[src/core/node_status_pkg.sv]
package node_status_pkg;
	localparam int NODE_COUNT = 4;
	localparam int NODE_W = 2;
	localparam int QUEUE_DEPTH = 10;
	localparam int QCOUNT_W = 4;

	localparam logic [11:0] OFS_CTRL = 12'h000;
	localparam logic [11:0] OFS_NODE_BASE = 12'h100;
	localparam logic [11:0] OFS_NODE_STRIDE = 12'h010;
	localparam logic [3:0] SUB_STATUS = 4'h0;
	localparam logic [3:0] SUB_ACTUAL = 4'h4;
	localparam logic [3:0] SUB_HOSTCTL = 4'h8;
	localparam logic [3:0] SUB_QUEUE = 4'hc;

	localparam int BIT_EXCHANGE = 0;
	localparam int BIT_FAULT = 1;
	localparam int BIT_ALARM_WAIT = 2;
	localparam int BIT_DIAG_WAIT = 3;
	localparam int BIT_ADDR_CONF = 4;
	localparam int BIT_MAP_CONF = 5;
	localparam int BIT_CLEAR_N = 6;
	localparam int BIT_UNACKED = 7;
	localparam int BIT_IDENT = 8;
	localparam int POS_ACT_STATION = 0;
	localparam int POS_ACT_CHECKSUM = 8;
	localparam int POS_HOST_STATION = 0;
	localparam int POS_ALARM_RAISE = 8;
	localparam int POS_HOST_CHECKSUM = 16;
	localparam int POS_SLAVE_MODE = 0;

	localparam logic [7:0] RST_STATION = 8'h00;
	localparam logic [15:0] RST_CHECKSUM = 16'h0000;

	typedef struct packed {
		logic exchange;
		logic rx_valid;
		logic size_error;
		logic link_fault;
		logic identity_conflict;
		logic alarm_set;
		logic alarm_unloaded;
		logic diag_set;
		logic diag_unloaded;
		logic clear_mode;
		logic alarm_acked;
		logic [7:0] station_no;
		logic [15:0] map_checksum;
	} node_event_t;

	typedef struct packed {
		logic valid;
		logic class2;
		logic from_exchange_master;
		logic [1:0] node;
	} acyc_req_t;
endpackage

[src/core/fieldbus_node_status_control.sv]
// The implementer's own choices: register access over APB and the register offsets.
`timescale 1ns/100ps
module fieldbus_node_status_control (
	input wire logic SYS_CLK_IN,
	input wire logic SYS_RST_IN,
	input wire logic PSEL_IN,
	input wire logic PENABLE_IN,
	input wire logic PWRITE_IN,
	input wire logic [11:0] PADDR_IN,
	input wire logic [31:0] PWDATA_IN,
	output logic [31:0] PRDATA_OUT,
	output logic PREADY_OUT,
	output logic PSLVERR_OUT,
	input wire node_status_pkg::node_event_t NODE_EVT_IN [node_status_pkg::NODE_COUNT],
	input wire node_status_pkg::acyc_req_t ACYC_REQ_IN,
	output logic ACYC_REQ_READY_OUT,
	output logic ACYC_REQ_REJECT_OUT,
	input wire logic ACYC_DONE_IN,
	output logic [node_status_pkg::NODE_COUNT-1:0] ALARM_SEND_OUT,
	output logic SLAVE_MODE_OUT
);
	localparam int N = node_status_pkg::NODE_COUNT;

	// control word
	logic slave_mode;
	logic next_slave_mode;

	// per-node status flags
	logic [N-1:0] fault;
	logic [N-1:0] next_fault;
	logic [N-1:0] alarm_wait;
	logic [N-1:0] next_alarm_wait;
	logic [N-1:0] diag_wait;
	logic [N-1:0] next_diag_wait;
	logic [N-1:0] exch;
	logic [N-1:0] next_exch;
	logic [N-1:0] clear_n;
	logic [N-1:0] next_clear_n;
	logic [N-1:0] ident;
	logic [N-1:0] next_ident;
	logic [7:0] act_station [N];
	logic [7:0] next_act_station [N];
	logic [15:0] act_checksum [N];
	logic [15:0] next_act_checksum [N];

	// per-node alarm handshake
	logic [N-1:0] unacked;
	logic [N-1:0] next_unacked;
	logic [N-1:0] raise_prev;
	logic [N-1:0] next_raise_prev;
	logic [N-1:0] alarm_send;
	logic [N-1:0] next_alarm_send;

	// per-node host control
	logic [7:0] host_station [N];
	logic [7:0] next_host_station [N];
	logic [15:0] host_checksum [N];
	logic [15:0] next_host_checksum [N];
	logic [N-1:0] host_raise;
	logic [N-1:0] next_host_raise;

	// acyclic queue
	logic [node_status_pkg::QCOUNT_W-1:0] qcount;
	logic [node_status_pkg::QCOUNT_W-1:0] next_qcount;
	logic req_ready;
	logic next_req_ready;
	logic req_reject;
	logic next_req_reject;

	// register bus answer
	logic [31:0] prdata;
	logic [31:0] next_prdata;
	logic pready;
	logic next_pready;
	logic pslverr;
	logic next_pslverr;

	logic apb_wr;
	logic apb_rd;
	logic node_hit;
	logic [node_status_pkg::NODE_W-1:0] sel_node;
	logic [3:0] sub;
	logic accept;
	logic complete;
	logic [11:0] node_ofs;

	// node window: base + node * stride + sub-register
	assign node_ofs = PADDR_IN - node_status_pkg::OFS_NODE_BASE;
	assign sel_node = node_ofs[4 +: node_status_pkg::NODE_W];
	assign sub = node_ofs[3:0];
	assign node_hit = (PADDR_IN >= node_status_pkg::OFS_NODE_BASE)
		&& (node_ofs[11:4] < 8'(N)) && (PADDR_IN[1:0] == 2'h0);
	assign apb_wr = PSEL_IN && PENABLE_IN && PWRITE_IN && !pready;
	assign apb_rd = PSEL_IN && PENABLE_IN && !PWRITE_IN && !pready;

	genvar g;
	generate
		for (g = 0; g < N; g++) begin : g_node
			node_status_pkg::node_event_t ev;
			logic host_wr;
			assign ev = NODE_EVT_IN[g];
			assign host_wr = apb_wr && node_hit && int'(sel_node) == g
				&& sub == node_status_pkg::SUB_HOSTCTL;

			// status group: exch, ident and the actual values follow the far side one edge late; fault and the wait flags latch
			always_comb begin
				next_exch[g] = ev.exchange;
				next_ident[g] = ev.identity_conflict;
				// a new fault beats a valid response arriving together
				if (ev.size_error || ev.link_fault || ev.identity_conflict) begin
					next_fault[g] = 1'b1;
				end else if (ev.rx_valid) begin
					next_fault[g] = 1'b0;
				end else begin
					next_fault[g] = fault[g];
				end
				// a set beats an unload in the same cycle, so no alarm is lost
				next_alarm_wait[g] = ev.alarm_set | (alarm_wait[g] & ~ev.alarm_unloaded);
				next_diag_wait[g] = ev.diag_set | (diag_wait[g] & ~ev.diag_unloaded);
				next_clear_n[g] = slave_mode ? ~ev.clear_mode : 1'b1;
				next_act_station[g] = ev.station_no;
				next_act_checksum[g] = ev.map_checksum;
			end

			always_ff @(posedge SYS_CLK_IN) begin
				if (SYS_RST_IN) begin
					exch[g] <= 1'b0;
					ident[g] <= 1'b0;
					fault[g] <= 1'b0;
					alarm_wait[g] <= 1'b0;
					diag_wait[g] <= 1'b0;
					clear_n[g] <= 1'b1;
					act_station[g] <= node_status_pkg::RST_STATION;
					act_checksum[g] <= node_status_pkg::RST_CHECKSUM;
				end else begin
					exch[g] <= next_exch[g];
					ident[g] <= next_ident[g];
					fault[g] <= next_fault[g];
					alarm_wait[g] <= next_alarm_wait[g];
					diag_wait[g] <= next_diag_wait[g];
					clear_n[g] <= next_clear_n[g];
					act_station[g] <= next_act_station[g];
					act_checksum[g] <= next_act_checksum[g];
				end
			end

			// alarm group: the send pulse is worked out first, unacked depends on it
			always_comb begin
				next_raise_prev[g] = host_raise[g];
				next_alarm_send[g] = slave_mode && host_raise[g] && !raise_prev[g];
				// unacked is forced to 1 outside slave mode; a fresh alarm re-arms it, an ack clears it
				if (!slave_mode || next_alarm_send[g]) begin
					next_unacked[g] = 1'b1;
				end else if (ev.alarm_acked) begin
					next_unacked[g] = 1'b0;
				end else begin
					next_unacked[g] = unacked[g];
				end
			end

			always_ff @(posedge SYS_CLK_IN) begin
				if (SYS_RST_IN) begin
					unacked[g] <= 1'b1;
					raise_prev[g] <= 1'b0;
					alarm_send[g] <= 1'b0;
				end else begin
					unacked[g] <= next_unacked[g];
					raise_prev[g] <= next_raise_prev[g];
					alarm_send[g] <= next_alarm_send[g];
				end
			end

			// host group: written only over the register bus
			always_comb begin
				next_host_station[g] = host_station[g];
				next_host_checksum[g] = host_checksum[g];
				next_host_raise[g] = host_raise[g];
				if (host_wr) begin
					next_host_station[g] = PWDATA_IN[node_status_pkg::POS_HOST_STATION +: 8];
					next_host_checksum[g] = PWDATA_IN[node_status_pkg::POS_HOST_CHECKSUM +: 16];
					next_host_raise[g] = PWDATA_IN[node_status_pkg::POS_ALARM_RAISE];
				end
			end

			always_ff @(posedge SYS_CLK_IN) begin
				if (SYS_RST_IN) begin
					host_station[g] <= node_status_pkg::RST_STATION;
					host_checksum[g] <= node_status_pkg::RST_CHECKSUM;
					host_raise[g] <= 1'b0;
				end else begin
					host_station[g] <= next_host_station[g];
					host_checksum[g] <= next_host_checksum[g];
					host_raise[g] <= next_host_raise[g];
				end
			end
		end
	endgenerate

	// acyclic request gate and outstanding counter
	always_comb begin
		accept = 1'b0;
		if (ACYC_REQ_IN.valid && qcount < 4'(node_status_pkg::QUEUE_DEPTH)) begin
			if (ACYC_REQ_IN.class2) begin
				accept = 1'b1;
			end else begin
				// live level and registered copy must both show exchange,
				// so a node that drops out is refused at once
				accept = exch[ACYC_REQ_IN.node]
					&& NODE_EVT_IN[ACYC_REQ_IN.node].exchange
					&& ACYC_REQ_IN.from_exchange_master;
			end
		end
		// a done with nothing outstanding is dropped so the count cannot wrap
		complete = ACYC_DONE_IN && qcount != 4'h0;
		next_qcount = qcount;
		if (accept && !complete) begin
			next_qcount = qcount + 4'h1;
		end else if (complete && !accept) begin
			next_qcount = qcount - 4'h1;
		end
		next_req_ready = accept;
		next_req_reject = ACYC_REQ_IN.valid && !accept;
	end

	always_ff @(posedge SYS_CLK_IN) begin
		if (SYS_RST_IN) begin
			qcount <= 4'h0;
			req_ready <= 1'b0;
			req_reject <= 1'b0;
		end else begin
			qcount <= next_qcount;
			req_ready <= next_req_ready;
			req_reject <= next_req_reject;
		end
	end

	// control word: mode changes only on a write that the bus takes
	always_comb begin
		next_slave_mode = slave_mode;
		if (apb_wr && PADDR_IN == node_status_pkg::OFS_CTRL) begin
			next_slave_mode = PWDATA_IN[node_status_pkg::POS_SLAVE_MODE];
		end
	end

	always_ff @(posedge SYS_CLK_IN) begin
		if (SYS_RST_IN) begin
			slave_mode <= 1'b0;
		end else begin
			slave_mode <= next_slave_mode;
		end
	end

	// apb read mux; one wait state, so pready is registered
	always_comb begin
		next_pready = PSEL_IN && PENABLE_IN && !pready;
		next_pslverr = 1'b0;
		next_prdata = 32'h0000_0000;
		if (apb_rd || apb_wr) begin
			if (PADDR_IN == node_status_pkg::OFS_CTRL) begin
				next_prdata = {28'h0, qcount[2:0], slave_mode};
			end else if (node_hit) begin
				case (sub)
					node_status_pkg::SUB_STATUS: begin
						next_prdata[node_status_pkg::BIT_EXCHANGE] = exch[sel_node];
						next_prdata[node_status_pkg::BIT_FAULT] = fault[sel_node];
						next_prdata[node_status_pkg::BIT_ALARM_WAIT] = alarm_wait[sel_node];
						next_prdata[node_status_pkg::BIT_DIAG_WAIT] = diag_wait[sel_node];
						next_prdata[node_status_pkg::BIT_ADDR_CONF] =
							act_station[sel_node] != host_station[sel_node];
						next_prdata[node_status_pkg::BIT_MAP_CONF] =
							act_checksum[sel_node] != host_checksum[sel_node];
						next_prdata[node_status_pkg::BIT_CLEAR_N] = clear_n[sel_node];
						next_prdata[node_status_pkg::BIT_UNACKED] = unacked[sel_node];
						next_prdata[node_status_pkg::BIT_IDENT] = ident[sel_node];
					end
					node_status_pkg::SUB_ACTUAL: begin
						next_prdata = {act_checksum[sel_node], 8'h00, act_station[sel_node]};
					end
					node_status_pkg::SUB_HOSTCTL: begin
						next_prdata = {host_checksum[sel_node], 7'h00, host_raise[sel_node],
							host_station[sel_node]};
					end
					node_status_pkg::SUB_QUEUE: begin
						next_prdata = {28'h0, qcount};
					end
					default: begin
						next_pslverr = 1'b1;
					end
				endcase
			end else begin
				next_pslverr = 1'b1;
			end
			if (apb_wr) begin
				next_prdata = 32'h0000_0000;
			end
		end
	end

	// bus answer registers; read data stands only in the ready cycle
	always_ff @(posedge SYS_CLK_IN) begin
		if (SYS_RST_IN) begin
			prdata <= 32'h0000_0000;
			pready <= 1'b0;
			pslverr <= 1'b0;
		end else begin
			prdata <= next_prdata;
			pready <= next_pready;
			pslverr <= next_pslverr;
		end
	end

	assign PRDATA_OUT = prdata;
	assign PREADY_OUT = pready;
	assign PSLVERR_OUT = pslverr;
	assign ACYC_REQ_READY_OUT = req_ready;
	assign ACYC_REQ_REJECT_OUT = req_reject;
	assign ALARM_SEND_OUT = alarm_send;
	assign SLAVE_MODE_OUT = slave_mode;
endmodule

[config.mk]
export PLATFORM = sky130hd
export DESIGN_NAME = fieldbus_node_status_control
export DESIGN_NICKNAME = d
export VERILOG_FILES = /design/src/core/node_status_pkg.sv /design/src/core/fieldbus_node_status_control.sv
export SDC_FILE = /design/constraint.sdc
export NUM_CORES = 1
export LEC_CHECK = 0
export CAP_MARGIN = 20
export CORE_UTILIZATION = 60
export CTS_CLUSTER_DIAMETER = 120
export DETAILED_ROUTE_END_ITERATION = 8
export DONT_BUFFER_PORTS = 1
export HOLD_SLACK_MARGIN = 0.02
export PLACE_DENSITY = 0.78
export SETUP_SLACK_MARGIN = 0.4
export SLEW_MARGIN = 20
export SYNTH_ARGS = -nofsm -noshare
export SYNTH_HDL_FRONTEND = slang
export SYNTH_SLANG_ARGS = --single-unit
[constraint.sdc]
create_clock -name SYS_CLK_IN -period 3.4 [get_ports SYS_CLK_IN]
set_clock_uncertainty 0.15 [all_clocks]
set_input_delay 0.17 -clock SYS_CLK_IN [delete_from_list [all_inputs] [get_ports SYS_CLK_IN]]
set_output_delay 0.17 -clock SYS_CLK_IN [all_outputs]
set_load 0.01 [all_outputs]
### After elaboration in Yosys (flattened, before gate mapping)

Memories as Yosys holds them, arrays and structs flattened.
Cells that the tools add are included.

| storage, ports and cells | value |
|---|---|
| register bits | 81 |
| input bits | 195 |
| output and inout bits | 41 |
| memories kept | 4 |
| bits in writable memories | 192 |

Memory list:

| memory | words | width | read ports | clocked after memory_dff | write ports | line | text |
|---|---|---|---|---|---|---|---|
| act_checksum | 4 | 16 | 1 | 0 | 4 | fieldbus_node_status_control.sv:43 | `logic [15:0] act_checksum [N];` |
| host_checksum | 4 | 16 | 1 | 0 | 4 | fieldbus_node_status_control.sv:57 | `logic [15:0] host_checksum [N];` |
| act_station | 4 | 8 | 1 | 0 | 4 | fieldbus_node_status_control.sv:41 | `logic [7:0] act_station [N];` |
| host_station | 4 | 8 | 1 | 0 | 4 | fieldbus_node_status_control.sv:55 | `logic [7:0] host_station [N];` |

| cells by class | value |
|---|---|
| eq/ne operators | 12 |
| $lt $le $gt $ge | 6 |
| add/sub/neg operators | 3 |
| reduce and logical (&&, ||, !) cells | 78 |
| multiplexer cells | 66 |
| bitwise gates (word level) | 48 |

Operators with widths:

| operator | number |
|---|---|
| $mux 16 | 12 |
| $mux 8 | 12 |
| $bmux 35 s2 | 1 |
| $mux 35 | 2 |
| $pmux 23 s2 | 1 |
| $pmux 9 s4 | 1 |
| $logic_and 1x1->1 | 33 |
| $mux 1 | 24 |
| $or 1x1->1 | 24 |
| $bmux 1 s2 | 9 |
| $mux 4 | 4 |
| $ne 16x16->1 | 1 |
| $not 1->1 | 15 |
| $logic_or 1x1->1 | 13 |
| $ge 12x9->1 const B | 1 |
| $logic_not 12->1 | 1 |
| $sub 12x9->12 const B | 1 |
| $reduce_bool 2->1 | 5 |
| $reduce_or 2->1 | 5 |
| $logic_not 1->1 | 9 |
| $and 1x1->1 | 8 |
| $eq 4x4->1 const B | 2 |
| $lt 8x3->1 const B | 1 |
| $ne 8x8->1 | 1 |
| 17 further kinds | 27 |

### Longest topological paths before layout

| depth | value |
|---|---|
| word-level depth | 12 |
| gate-level depth with buffers | 13 |
| mapped depth without buffers | 13 |

### Worst setup path after synthesis

OpenSTA, ideal clock, no wires.

| path | value |
|---|---|
| kind | register to register |
| start point | reg exch[0] |
| end point | reg qcount[3] (netlist bit) |
| period minus slack after synthesis | 2.499 ns |
| library setup time | 0.070 ns |
| buffers on the path | 0 |
| required time | 3.180 ns |
| path slack | 0.901 ns |
| cell stages (with the launch flop) | 14 |
| data arrival time | 2.278 ns |
| cell sequence | dfxtp_1 nand2_1 nor2_1 a311o_1 a31oi_1 nor2_1 ha_1 inv_1 ha_1 a21o_1 a21oi_1 xnor2_1 or3_1 a21oi_1 |

| on the way | value |
|---|---|
| longest elaborated chain between the ends | 9 |
| elaborated cells on any way between the ends | 11 |
| those cells by class | 5 x mux; 6 x reduce/logical |

Ends and longest elaborated chain:

| item | line | text |
|---|---|---|
| start, declared | fieldbus_node_status_control.sv:35 | `logic [N-1:0] exch;` |
| start signal, assigned by index | fieldbus_node_status_control.sv:136 | `exch[g] <= next_exch[g];` |
| $bmux 1 s2 * | fieldbus_node_status_control.sv:208 | `accept = exch[ACYC_REQ_IN.node]` |
| $mux 1 (implied by the code) * | fieldbus_node_status_control.sv:208 |  |
| $logic_and 1x1->1 * | fieldbus_node_status_control.sv:209 | `&& NODE_EVT_IN[ACYC_REQ_IN.node].exchange` |
| $logic_and 1x1->1 * | fieldbus_node_status_control.sv:210 | `&& ACYC_REQ_IN.from_exchange_master;` |
| $mux 1 * | fieldbus_node_status_control.sv:203 | `if (ACYC_REQ_IN.class2) begin` |
| $mux 1 * | fieldbus_node_status_control.sv:202 | `if (ACYC_REQ_IN.valid && qcount < 4'(node_status_pkg::QUEUE_DEPTH)) begin` |
| net accept | fieldbus_node_status_control.sv:83 | `logic accept;` |
| $logic_not 1->1 | fieldbus_node_status_control.sv:218 | `end else if (complete && !accept) begin` |
| $logic_and 1x1->1 | fieldbus_node_status_control.sv:218 |  |
| $reduce_bool 2->1 (no line) | n/a |  |
| end signal, assigned | fieldbus_node_status_control.sv:231 | `qcount <= next_qcount;` |
| end, declared | fieldbus_node_status_control.sv:63 | `logic [node_status_pkg::QCOUNT_W-1:0] qcount;` |

Mark *: on every way through the listed nets, which the timed path passes. The rest lies on a longest branch. The select of a mux whose other input is x is not followed.
A chain may end at the register's enable or synchronous reset.

### Worst setup path after layout

| path | value |
|---|---|
| start point | in PADDR_IN[2] |
| end point | reg slave_mode (netlist: SLAVE_MODE_OUT) |

| on the way | value |
|---|---|
| longest elaborated chain between the ends | 2 |

Ends and longest elaborated chain:

| item | line | text |
|---|---|---|
| start, declared | fieldbus_node_status_control.sv:9 | `input wire logic [11:0] PADDR_IN,` |
| $logic_not 12->1 | fieldbus_node_status_control.sv:240 | `if (apb_wr && PADDR_IN == node_status_pkg::OFS_CTRL) begin` |
| $logic_and 1x1->1 | fieldbus_node_status_control.sv:240 |  |
| end signal, assigned | fieldbus_node_status_control.sv:249 | `slave_mode <= next_slave_mode;` |
| end, declared | fieldbus_node_status_control.sv:25 | `logic slave_mode;` |

No other way between the ends.

==> results_dict.tcl <==
set metrics [dict create \
    grt-ovfl-total 0 \
    ioPinCount 236 \
    viasPerCell 5.704 \
    setup_ws_ns 0.5155 \
    synth_cell_types 42 \
    syn_avg_cell_area_um2 13.08 \
    syn_to_final_growth_pct 28.11 \
    die_area_um2 18080 \
    synth_edf_count 96 \
    htreeDepth 1 \
    pwr-share-comb_pct 10.1 \
    grt.total_usage_pct 30.36 \
    core_area_um2 17240 \
    antenna_found_initial 1 \
    p_int_uw 5507 \
    drt-total-wl_mm 27.00 \
    setup_viol 0 \
    worstMarginPinSlew_ns 0.7556 \
    path_cells "dlygate4sd3_1, nor4_2, dlygate4sd3_1, nand4_1, nor2_1, mux2i_1, dlygate4sd3_1, nor2_1" \
    ant_nets 0 \
    cp.required_ns 3.65 \
    gp_congestion 0.8453 \
    power_frac_seq_pct 49.1 \
    outcome "complete, no violations" \
    path_buf_inv 3 \
    cap_violations 0 \
    clk_latency_ns 0.53 \
    ys_seq_area_share_pct 59.70 \
    report.final.slew_viol_count 0 \
    max_freq_mhz 346.7 \
    start_util_pct 61.09 \
    wl_per_cell_um 21.95 \
    hold_violations 0 \
    drive_above_1_share_pct 12.25 \
    grt_first_pass_wirelength_mm 40.81 \
    vias 7016 \
    p_leak_uw 0.005081 \
    rsz0062_at_grt "true" \
    netlist.area_leader.share_pct 32.32 \
    clock_sinks 266 \
    max-clock-path-buffers 3 \
    critical_path_class "in -> reg" \
    max_stage_delay_ns 0.72 \
    netlist_area_um2 10530 \
    root_buffer "clkbuf_16" \
    synth_ff_type "dfxtp_1" \
    dp_hpwl_mm 14.40 \
    cp_top_family "buffers and inverters" \
    timing.final.crit_period_ns 2.884 \
    drtPass1Iterations 5 \
    syn_inst 805 \
    power.density_nw_per_um2 528.0 \
    dpl_cell_area_um2 10620 \
    clkTransAtPathRegs_ns 0.07 \
    post_cts_buffers 0 \
    crit_arrival_ns 3.14 \
    io_buffers 0 \
    grt_max_degree 135 \
    swShare_pct 22.68 \
    fin_crit_sh_pct 84.84 \
    worst_setup_path_start_kind "input pin" \
    drc_errors 0 \
    async_flop_share_pct 0 \
    fin_hold_ws_ns 0.07192 \
    yosys_warnings 0 \
    power.switching_uw 1616 \
    rows 48 \
    hp-class "in -> reg" \
    finalSetupTns_ns 0 \
    crit_fanout 7 \
    pwr-share-clk_pct 40.8 \
    end_kind "register" \
    critical_path.most_common_cell "dlygate4sd3_1" \
    fp.dieH_um 134.5 \
    dp_worst_setup_slack_ns 0.6994 \
    cp_slowest_cell "dlygate4sd3_1" \
    relSlewSlack_pct 49.51 \
    tritoncts "yes" \
    cts_inserted_buffers 26 \
    drt_iter0_drc 432 \
    ir_worst_vdd_mv 0.4455 \
    finalInstanceArea_um2 13490 \
    die_x_um 134.5 \
    grt_pass1_vias 7683 \
    layout.nets 1183 \
    yosys_register_bits 266 \
    synthTopCellsByArea "dfxtp_1 32%, edfxtp_1 27%, mux4_2 13%" \
    yosys.area.top_type "dfxtp_1" \
]
## power by group through the flow
stage	Clock, µW	Combinational, µW	Sequential, µW
floorplan	0	431	3530
global placement	0	436	3550
detailed placement	0	453	3560
CTS	2910	697	3490
global route	3050	770	3500
finish	2910	721	3490
## layer usage
| layer | global-route usage (%) | routed length (µm) | vias up | part of all wire [%] |
|---|---|---|---|---|
| met5 | 0 | 0 | - | 0 |
| met4 | 16.04 | 1316 | 0 | 4.9 |
| met3 | 7.057 | 2086 | 85 | 7.7 |
| met2 | 55.64 | 14270 | 339 | 53 |
| met1 | 32.47 | 9331 | 3437 | 35 |
| li1 | - | - | 3155 | - |
## placed cells by master (no fill, tap or decap), types with 16 or more instances in the layout
cell type,n
nand2b_1,16
a21oi_1,20
dfxtp_1,170
dlygate4sd3_1,187
and2_1,97
clkbuf_16,29
nor2_1,53
a22oi_1,18
nor2b_1,110
edfxtp_1,96
xor2_1,17
mux4_2,60
## flip-flops by register name, summed over array words and instances (netlist names)
name / flops
diag_wait: 4
fault: 4
alarm_wait: 4
exch: 4
SLAVE_MODE_OUT: 1
raise_prev: 4
ALARM_SEND_OUT: 4
ACYC_REQ_READY_OUT: 1
PREADY_OUT: 1
host_station: 32
host_raise: 4
host_checksum: 64
clear_n: 4
act_checksum: 64
PSLVERR_OUT: 1
qcount: 4
ACYC_REQ_REJECT_OUT: 1
PRDATA_OUT: 25
ident: 4
unacked: 4
act_station: 32
## synthesized netlist by cell type (5+ instances only)
master / count
a21oi_1: 20
a22oi_1: 18
and2_1: 97
buf_2: 7
buf_4: 9
clkbuf_1: 31
dfxtp_1: 170
edfxtp_1: 96
inv_1: 10
mux2i_1: 6
mux4_2: 60
nand2_1: 13
nand2b_1: 16
nand3_1: 5
nor2_1: 53
nor2b_1: 111
nor3_1: 8
nor4_1: 5
o21ai_0: 5
xnor2_1: 10
xor2_1: 17
## path summary, 6_finish.rpt
| path | from | to | slack (ns) | cells after the start |
|---|---|---|---|---|
| max | PADDR_IN[2] | SLAVE_MODE_OUT$_SDFFE_PP0P_ | 0.52 | 8 |
| min | PADDR_IN[4] | PRDATA_OUT[5]$_SDFF_PP0_ | 0.07 | 3 |
| max reg2reg | exch[0]$_SDFF_PP0_ | qcount[3]$_SDFFE_PP0P_ | 0.63 | 13 |
| min reg2reg | unacked[2]$_SDFFE_PP1P_ | unacked[2]$_SDFFE_PP1P_ | 0.35 | 2 |
## worst min-delay path: cells and delay by family
kind             cells  cell delay (ns)
multiplexers         1             0.27
AO/OA/AOI/OAI        1             0.13
AND/OR/NAND/NOR      1             0.12
## metrics by stage
step                      util, %  power (µW)  std cells
after floorplan                 -        3964        811
after global placement      61.59        3982        990
after detailed placement    61.59        4011        990
after CTS                   78.11        7100       1229
after global routing        78.27        7325       1230
final                       78.27        7122       1230
## cell families (layout without fill, tap and decap cells)
family / after synthesis / count (layout) / share of synthesized area, %
AOI/OAI and AO/OA: 53 / 53 / 3.327
xor gates and xnor gates: 27 / 27 / 2.246
adders and majority gates: 4 / 4 / 0.5466
buffers and inverters: 63 / 256 / 2.935
DFF: 266 / 266 / 59.70
muxes: 66 / 66 / 13.40
other: 1 / 8 / 0.03561
and+or+nand+nor: 325 / 325 / 17.81
## repair_timing
item                       in CTS  in global routing
hold buffers                  191                  0
hold endpoints to repair      266                  0
gates resized for setup         0                  5
setup endpoints to repair       0                  7
## layout make-up
type,instances,area (µm²)
clock buffers,39,823.3
multi-input cells,482,3980
diodes,1,2.502
flip-flops and latches,266,6286
well taps,225,281.5
repair buffers,198,2019
inverters,10,37.54
clock inverters,9,60.06
fillers,947,3746
Power figures use the tool's default switching activity.
